$ cat config.mk
export PLATFORM = sky130hd
export DESIGN_NAME = ipps_top
export DESIGN_NICKNAME = d
export VERILOG_FILES = /design/src/design/ipps_pkg.sv /design/src/design/ipps_arbiter.sv /design/src/design/ipps_top.sv
export SDC_FILE = /design/constraint.sdc
export NUM_CORES = 1
export LEC_CHECK = 0
export BUFFER_PORTS_ARGS = -buffer_cell sky130_fd_sc_hd__buf_2
export CAP_MARGIN = 10
export CORE_MARGIN = 3
export CORE_UTILIZATION = 51
export DETAILED_ROUTE_END_ITERATION = 8
export MAX_ROUTING_LAYER = met4
export PLACE_DENSITY = 0.88
export SYNTH_ARGS = -nofsm -noshare
export SYNTH_HDL_FRONTEND = slang
export SYNTH_SLANG_ARGS = --single-unit
$ cat constraint.sdc
create_clock -name CORE_CLK -period 1.9 [get_ports CORE_CLK]
set_input_delay 0.095 -clock CORE_CLK [delete_from_list [all_inputs] [get_ports CORE_CLK]]
set_output_delay 0.095 -clock CORE_CLK [all_outputs]
set_load 0.02 [all_outputs]
$ cat src/design/ipps_pkg.sv
// Purpose: Constants and types shared by the interrupt priority and page stack block
// Assumes: 8-bit special register bus, six classic interrupt sources
// Notes:   Offsets are byte addresses in the special register space
package ipps_pkg;

  // ----------------------------------------------------------------
  // Register map
  // ----------------------------------------------------------------
  localparam logic [7:0] IPPS_PAGE_CONTROL_ADDR = 8'h96;
  localparam logic [7:0] IPPS_PRIORITY_ADDR     = 8'hB8;
  localparam logic [7:0] IPPS_PAGE_CONTROL_RST  = 8'h01;
  localparam logic [7:0] IPPS_PRIORITY_RST      = 8'hC0;
  localparam logic [1:0] IPPS_PRIO_UNUSED_VAL   = 2'h3;
  localparam int         IPPS_APEN_BIT          = 0;
  localparam int         IPPS_NSRC              = 6;

  // Page that holds the core's own registers; pages reset here
  localparam logic [7:0] IPPS_PAGE_RST          = 8'h00;

  // Nesting level of the core
  typedef enum logic [1:0] {
    IPPS_LVL_IDLE,
    IPPS_LVL_LOW,
    IPPS_LVL_HIGH
  } ipps_level_t;

endpackage : ipps_pkg

$ cat src/design/ipps_arbiter.sv
// Purpose: Picks the highest-ranking pending source for each of the two priority levels
// Assumes: Lower source index wins inside a level
// Notes:   Pure combinational lookup, no state
`timescale 1ns/1ps
module ipps_arbiter
  import ipps_pkg::*;
#(
  parameter int N = IPPS_NSRC
) (
  input  wire logic [N-1:0]         req,
  input  wire logic [N-1:0]         prio,
  output logic                      hi_any,
  output logic [$clog2(N)-1:0]      hi_idx,
  output logic                      lo_any,
  output logic [$clog2(N)-1:0]      lo_idx
);

  // ----------------------------------------------------------------
  // Fixed-order scan, last assignment is from the lowest index
  // ----------------------------------------------------------------
  always_comb begin
    hi_any = 1'b0;
    lo_any = 1'b0;
    hi_idx = '0;
    lo_idx = '0;
    for (int i = N - 1; i >= 0; i--) begin
      if (req[i] && prio[i]) begin
        hi_any = 1'b1;
        hi_idx = i[$clog2(N)-1:0];
      end
      if (req[i] && !prio[i]) begin
        lo_any = 1'b1;
        lo_idx = i[$clog2(N)-1:0];
      end
    end
  end

endmodule // ipps_arbiter

$ cat src/design/ipps_top.sv
// Purpose: Interrupt priority register, nesting control and register page stack
// Assumes: Core pulses VECTOR_ACK when it takes the offered vector and RETI_PULSE
//          when a handler returns; register bus is the core's special register port
// Notes:   One nesting level per priority. A return with nothing running is
//          harmless, but it still pops the page stack while paging is on.
//          Hardware push and pop win over a same-cycle direct page write.
//          Software must restore the bottom entry itself if it needs it.
//          Notes on behaviour below
//
// Notes on behaviour
// - High priority request preempts a running low handler
// - Auto paging loads source page on vector
// - Old current page pushed into stack middle
// - Old middle entry pushed into stack bottom
// - Bottom entry overwritten on push, no warning
// - Priority bits 7 and 6 read 11
// - Priority bits 5..0 select per-source level
// - Unassigned addresses are reserved, read zero
`timescale 1ns/1ps
module ipps_top
  import ipps_pkg::*;
#(
  parameter int         N_SRC  = IPPS_NSRC,
  // Page of each source, source 0 in the low byte
  parameter logic [47:0] SRC_PAGES = 48'h00_00_00_00_00_00
) (
  input  wire logic              CORE_CLK,
  input  wire logic              RESET,
  input  wire logic [7:0]        REG_ADDR,
  input  wire logic              REG_WR,
  input  wire logic [7:0]        REG_WDATA,
  input  wire logic              REG_RD,
  input  wire logic              PAGE_WR,
  input  wire logic [1:0]        PAGE_SEL,
  input  wire logic [N_SRC-1:0]  IRQ_PENDING,
  input  wire logic              VECTOR_ACK,
  input  wire logic              RETI_PULSE,
  output logic [7:0]             REG_RDATA,
  output logic                   VECTOR_REQ,
  output logic [2:0]             VECTOR_IDX,
  output logic                   VECTOR_HIGH,
  output logic [7:0]             CURRENT_PAGE,
  output logic [7:0]             STACK_MIDDLE,
  output logic [7:0]             STACK_BOTTOM
);

  // ----------------------------------------------------------------
  // State
  // ----------------------------------------------------------------
  logic [5:0]  prio_q, prio_d;
  logic        apen_q, apen_d;
  logic [7:0]  cur_q, cur_d;             // Current page selector
  logic [7:0]  mid_q, mid_d;             // Page stack middle entry
  logic [7:0]  bot_q, bot_d;             // Page stack bottom entry, lost on push
  ipps_level_t lvl_q, lvl_d;
  logic        low_nest_q, low_nest_d;   // Low handler was preempted
  logic [7:0]  rdata_q, rdata_d;
  logic        vreq_q, vreq_d;           // Vector offered to the core
  logic        vhigh_q, vhigh_d;         // Offered vector is high priority
  logic [2:0]  vidx_q, vidx_d;

  logic        hi_any, lo_any;
  logic [2:0]  hi_idx, lo_idx;
  logic        take_vec;                 // Core takes the vector standing now

  // Page of a source, looked up in the per-source page table
  function automatic logic [7:0] src_page(input logic [2:0] idx);
    src_page = SRC_PAGES[idx*8 +: 8];
  endfunction

  // Register decode, shared by the write and read paths so both agree
  function automatic logic reg_hit(input logic [7:0] addr, input logic [7:0] target);
    reg_hit = (addr == target);
  endfunction

  // ----------------------------------------------------------------
  // Arbitration
  // ----------------------------------------------------------------
  // One scan per level; the level that wins is chosen in the next-state logic
  ipps_arbiter #(.N(N_SRC)) u_arb (
    .req    (IRQ_PENDING),
    .prio   (prio_q),
    .hi_any (hi_any),
    .hi_idx (hi_idx),
    .lo_any (lo_any),
    .lo_idx (lo_idx)
  );

  // An acknowledge only counts while an offer stands; a stray one is ignored
  assign take_vec = VECTOR_ACK && vreq_q;

  // ----------------------------------------------------------------
  // Next state
  // ----------------------------------------------------------------
  // Hold every register except the offer and read data, which default to zero, unless an event below moves it
  always_comb begin
    prio_d     = prio_q;
    apen_d     = apen_q;
    cur_d      = cur_q;
    mid_d      = mid_q;
    bot_d      = bot_q;
    lvl_d      = lvl_q;
    low_nest_d = low_nest_q;
    vreq_d     = 1'b0;
    vidx_d     = vidx_q;
    vhigh_d    = vhigh_q;
    rdata_d    = 8'h00;

    // Software writes to registers; page stack entries via direct port
    if (REG_WR) begin
      // Bits 7 and 6 of the priority register have no storage behind them
      if (reg_hit(REG_ADDR, IPPS_PRIORITY_ADDR)) begin
        prio_d = REG_WDATA[5:0];
      end
      if (reg_hit(REG_ADDR, IPPS_PAGE_CONTROL_ADDR)) begin
        apen_d = REG_WDATA[IPPS_APEN_BIT];
      end
    end
    if (PAGE_WR) begin
      unique case (PAGE_SEL)
        2'h0:       cur_d = REG_WDATA;
        2'h1:       mid_d = REG_WDATA;
        2'h2, 2'h3: bot_d = REG_WDATA;
      endcase
    end

    // Reads; unassigned addresses answer zero
    if (REG_RD) begin
      if (reg_hit(REG_ADDR, IPPS_PRIORITY_ADDR))
        rdata_d = {IPPS_PRIO_UNUSED_VAL, prio_q};
      else if (reg_hit(REG_ADDR, IPPS_PAGE_CONTROL_ADDR))
        rdata_d = {7'h00, apen_q};
      else
        rdata_d = 8'h00;
    end

    // Offer a vector: high may interrupt idle or low, low only idle.
    // The offer is rebuilt every cycle from the pending lines, so a source
    // that drops its request before the core acknowledges simply vanishes;
    // the cost is one cycle of latency from request to offer.
    if (hi_any && lvl_q != IPPS_LVL_HIGH) begin
      vreq_d  = 1'b1;
      vidx_d  = hi_idx;
      vhigh_d = 1'b1;
    end else if (lo_any && lvl_q == IPPS_LVL_IDLE) begin
      vreq_d  = 1'b1;
      vidx_d  = lo_idx;
      vhigh_d = 1'b0;
    end

    // Entry; hardware push wins over a same-cycle software page write
    if (take_vec) begin
      if (vhigh_q) begin
        low_nest_d = (lvl_q == IPPS_LVL_LOW);
        lvl_d      = IPPS_LVL_HIGH;
      end else begin
        lvl_d = IPPS_LVL_LOW;
      end
      vreq_d = 1'b0;
      if (apen_q) begin
        cur_d = src_page(vidx_q);
        mid_d = cur_q;
        bot_d = mid_q;
      end
    end else if (RETI_PULSE) begin
      // Return unwinds one nesting level
      unique case (lvl_q)
        IPPS_LVL_HIGH: begin
          lvl_d      = low_nest_q ? IPPS_LVL_LOW : IPPS_LVL_IDLE;
          low_nest_d = 1'b0;
        end
        IPPS_LVL_LOW:  lvl_d = IPPS_LVL_IDLE;
        IPPS_LVL_IDLE: lvl_d = IPPS_LVL_IDLE;
        default:       lvl_d = IPPS_LVL_IDLE;   // Unused two-bit code recovers
      endcase
      if (apen_q) begin
        cur_d = mid_q;
        mid_d = bot_q;
      end
    end
  end

  // ----------------------------------------------------------------
  // Registers
  // ----------------------------------------------------------------
  // Synchronous reset; every register runs on every edge
  always_ff @(posedge CORE_CLK) begin
    if (RESET) begin
      prio_q     <= IPPS_PRIORITY_RST[5:0];
      apen_q     <= IPPS_PAGE_CONTROL_RST[IPPS_APEN_BIT];
      cur_q      <= IPPS_PAGE_RST;
      mid_q      <= IPPS_PAGE_RST;
      bot_q      <= IPPS_PAGE_RST;
      lvl_q      <= IPPS_LVL_IDLE;
      low_nest_q <= 1'b0;
      rdata_q    <= 8'h00;
      vreq_q     <= 1'b0;
      vidx_q     <= 3'h0;
      vhigh_q    <= 1'b0;
    end else begin
      prio_q     <= prio_d;
      apen_q     <= apen_d;
      cur_q      <= cur_d;
      mid_q      <= mid_d;
      bot_q      <= bot_d;
      lvl_q      <= lvl_d;
      low_nest_q <= low_nest_d;
      rdata_q    <= rdata_d;
      vreq_q     <= vreq_d;
      vidx_q     <= vidx_d;
      vhigh_q    <= vhigh_d;
    end
  end

  // Outputs straight from flops
  assign REG_RDATA    = rdata_q;
  assign VECTOR_REQ   = vreq_q;
  assign VECTOR_IDX   = vidx_q;
  assign VECTOR_HIGH  = vhigh_q;
  assign CURRENT_PAGE = cur_q;
  assign STACK_MIDDLE = mid_q;
  assign STACK_BOTTOM = bot_q;

endmodule // ipps_top

==> results.md <==
Status
• **run status** finished, final reports clean

Clock tree
• **cts-stage hold buffer count** 0
• **# clock sinks** 46
• **buffer cell driving the clock tree root** sky130_fd_sc_hd__clkbuf_8
• **clock latency reported for the late side of the worst-skew pair** 0.31 ns
• **CTS Buf Count** 5
• **Max H-tree Level** 2
• **Resized Gates After CTS** 0
• **clock transition time at the flip-flop clock pins of the worst setup and hold paths** 0.09 ns
• **TritonCTS clock tree** done
• **post-CTS setup-driven buffer insertion count** 0
• **clock tree buffer depth** 2

STA
• **clock skew after layout** 0.006853 ns
• **number of failing hold endpoints at the final stage** 0
• **achievable frequency** 614.0 MHz
• **setup repair after global routing missed its margin** no
• **Setup-failing EPs final** 0
• **Final Max Slew Viols** 0
• **hold slack** 0.05098 ns
• **Final Critical Period** 1.629 ns
• **slew of the pin with the lowest slew margin** 0.5352 ns
• **final clock period utilization by the worst path** 85.72%
• **total negative setup slack** 0 ns
• **headroom to the max-slew limit** 64.23%

Routing
• **total vias in the final route** 2,177
• **aggregate routed wire length** 5849 µm
• **violation count after the first detailed-route iteration** 226
• **final routed wire length divided by cell count** 16.34 µm
• **TritonRoute pass-1 iters** 5
• **Via density** 6.081
• **count of nets left with antenna violations after detail routing** 0
• **drc violations** 0

Die
• **height of the die** 71.51 µm
• **overall die area** 5113 µm²
• **ports placed on the boundary** 68
• **count of standard-cell rows** 23
• **initial cell density of the core** 53.93%
• **core box area** 4058 µm²
• **die extent in x** 71.51 µm

Synth
• **average instance area after synthesis** 9.118 µm²
• **cell count after synthesis** 240
• **async set-or-reset flop fraction in the synthesized netlist** 0%
• **share of synthesized area occupied by flip-flops and latches** 42.08%
• **most frequently used flop master after synthesis** sky130_fd_sc_hd__dfxtp_1
• **EDFF count, synth** 0
• **total of flip-flops plus latches after synthesis** 46
• **Yosys warning count** 0
• **number of distinct standard cells referenced by the synthesized netlist** 45
• **net count of the mapped netlist** 271
• **post-synth design cell area** 2188 µm²

Worst setup path
• **depth of the worst register-to-register path** 5
• **capturing point of the worst reg2reg path** VECTOR_IDX[1]$_SDFFE_PP0P_
• **crit path launch** prio_q[4]$_SDFFE_PP0P_
• **maximum fanout count along the critical path** 5
• **type of element launching the critical path** register
• **critical path start-end classification** reg -> reg
• **startpoint of the worst-slack reg-to-reg timing path** prio_q[4]$_SDFFE_PP0P_
• **worst path required time** 2.10 ns
• **Critical Path End Type** register
• **internal reg-to-reg setup slack** 0.27 ns
• **arrival time worst endpoint** 1.83 ns

Placement
• **total instance count after detailed placement** 350
• **post-placement cell area** 2579 µm²
• **HPWL after detailed placement** 4321 µm
• **number of I/O port buffers** 67
• **placer congestion estimate** 0.8193

Global routing
• **total routing usage reported by global routing** 25.24%
• **gr ovfl total** 0
• **pin count of the biggest net entering global routing** 19
• **global-route wire length before repair** 9908 µm
• **number of global-route vias before repair** 2,065
• **antenna violations before repair** 0

Worst hold path
• **worst min-delay path class** in -> reg
• **worst hold path stage count** 2
• **hold path start** REG_RD
• **WHS Endpoint** REG_RDATA[0]$_SDFF_PP0_

Finish
• **post-route cell area** 2670 µm²
• **Final Instance Count excl. Fillers** 358
• **net count of the finished layout** 338
• **fraction of layout cells with a size suffix above 1** 33.44%
• **final antenna diode count** 0
• **number of fillers in the final layout** 355
• **area of all sequential standard cells** 920.9 µm²
• **Multi-input gate area** 1189 µm²
• **P&R area growth vs syn** 22.01%

Run
• **total of max-cap violations** 0

Power
• **Pleak** 1.119 nW
• **maximum vdd drop** 0.0005372 V
• **power per unit of standard cell area** 755.0 nW/µm²
• **total chip power** 0.002016 W

[metrics by stage]
step                      worst slack (ns)  util, %
final                               0.2714    65.80
after global routing                0.1623    65.80
after global placement              0.3113    63.55
after CTS                           0.2797    65.80
after floorplan                     0.4165        -
after detailed placement            0.2996    63.55
[cell usage after synthesis (all sizes together) (5+ instances only)]
library cell / n / area [µm²]
a211oi: 9 / 72.57
nand3: 18 / 90.09
a222oi: 9 / 90.09
a21oi: 11 / 58.81
mux2i: 8 / 80.08
mux2: 8 / 90.09
a311oi: 12 / 117.6
inv: 5 / 18.77
dfxtp: 46 / 920.9
nor2: 29 / 108.9
and2: 6 / 37.54
clkbuf: 10 / 37.54
nand2: 26 / 100.1
[layer usage]
layer | vias to the layer above | GRT usage [%] | share of wire (%)
met5 | - | - | 0
met4 | 0 | 12.11 | 2.2
li1 | 1033 | - | -
met1 | 1016 | 29.93 | 41
met2 | 117 | 38.78 | 47
met3 | 11 | 7.994 | 9.9
[cell usage in the layout, fill, tap and decap left out, drive strengths merged, types with 4 or more instances in the layout]
master / instances
buf: 74
dfxtp: 46
nor2: 29
nand2: 26
nand3: 18
a311oi: 12
a21oi: 11
a222oi: 9
a211oi: 9
mux2i: 8
mux2: 8
clkbuf: 7
and2: 6
inv: 5
nand2b: 4
nor2b: 4
[cell type report]
cell class | instances | area share (%)
clock buffer | 7 | 3.233
timing repair buffer | 74 | 14.53
multi-input combinational | 175 | 44.52
sequential | 46 | 34.49
tap | 50 | 2.343
inverter | 5 | 0.7029
clock inverter | 1 | 0.1874
[cells by family (layout without fill, tap and decap cells)]
group                  after synthesis  after routing  synth area share (%)
AO/OA/AOI/OAI                       60             60                 23.56
buffers and inverters               19             87                 3.602
flip-flops                          46             46                 42.08
multiplexers                        16             16                 7.776
AND/OR/NAND/NOR                     99             99                 22.99
[sequential cells by signal (all words and copies together), names as in the netlist]
signal	flops
REG_RDATA	7
prio_q	6
STACK_BOTTOM	8
low_nest_q	1
apen_q	1
lvl_q	2
VECTOR_IDX	3
STACK_MIDDLE	8
VECTOR_HIGH	1
CURRENT_PAGE	8
VECTOR_REQ	1
[where the power goes]
| part | internal [W] | leakage (nW) | switching (W) |
|---|---|---|---|
| logic | 0.000138 | 0.695 | 0.000210 |
| clock network | 0.000294 | 0.0482 | 0.000331 |
| registers | 0.00101 | 0.375 | 0.0000366 |
[worst max-delay path, cell delays in order, from the launching register on]
cell	delay (ns)
sky130_fd_sc_hd__dfxtp_1	0.36
sky130_fd_sc_hd__nand2b_1	0.22
sky130_fd_sc_hd__a211o_1	0.29
sky130_fd_sc_hd__a311o_1	0.35
sky130_fd_sc_hd__a22oi_1	0.24
sky130_fd_sc_hd__a211oi_2	0.07
[worst max path at each step]
stage	endpoint	slack, ns	depth (start not counted)
2_1_floorplan	VECTOR_IDX[1]$_SDFFE_PP0P_	0.42	5
3_3_place_gp	VECTOR_IDX[1]$_SDFFE_PP0P_	0.31	5
3_5_place_dp	STACK_MIDDLE[6]$_SDFF_PP0_	0.30	5
4_1_cts	VECTOR_IDX[1]$_SDFFE_PP0P_	0.28	5
5_1_grt	VECTOR_IDX[1]$_SDFFE_PP0P_	0.16	5
6_report	VECTOR_IDX[1]$_SDFFE_PP0P_	0.27	5
No activity file was read; power rests on OpenSTA's default activity.
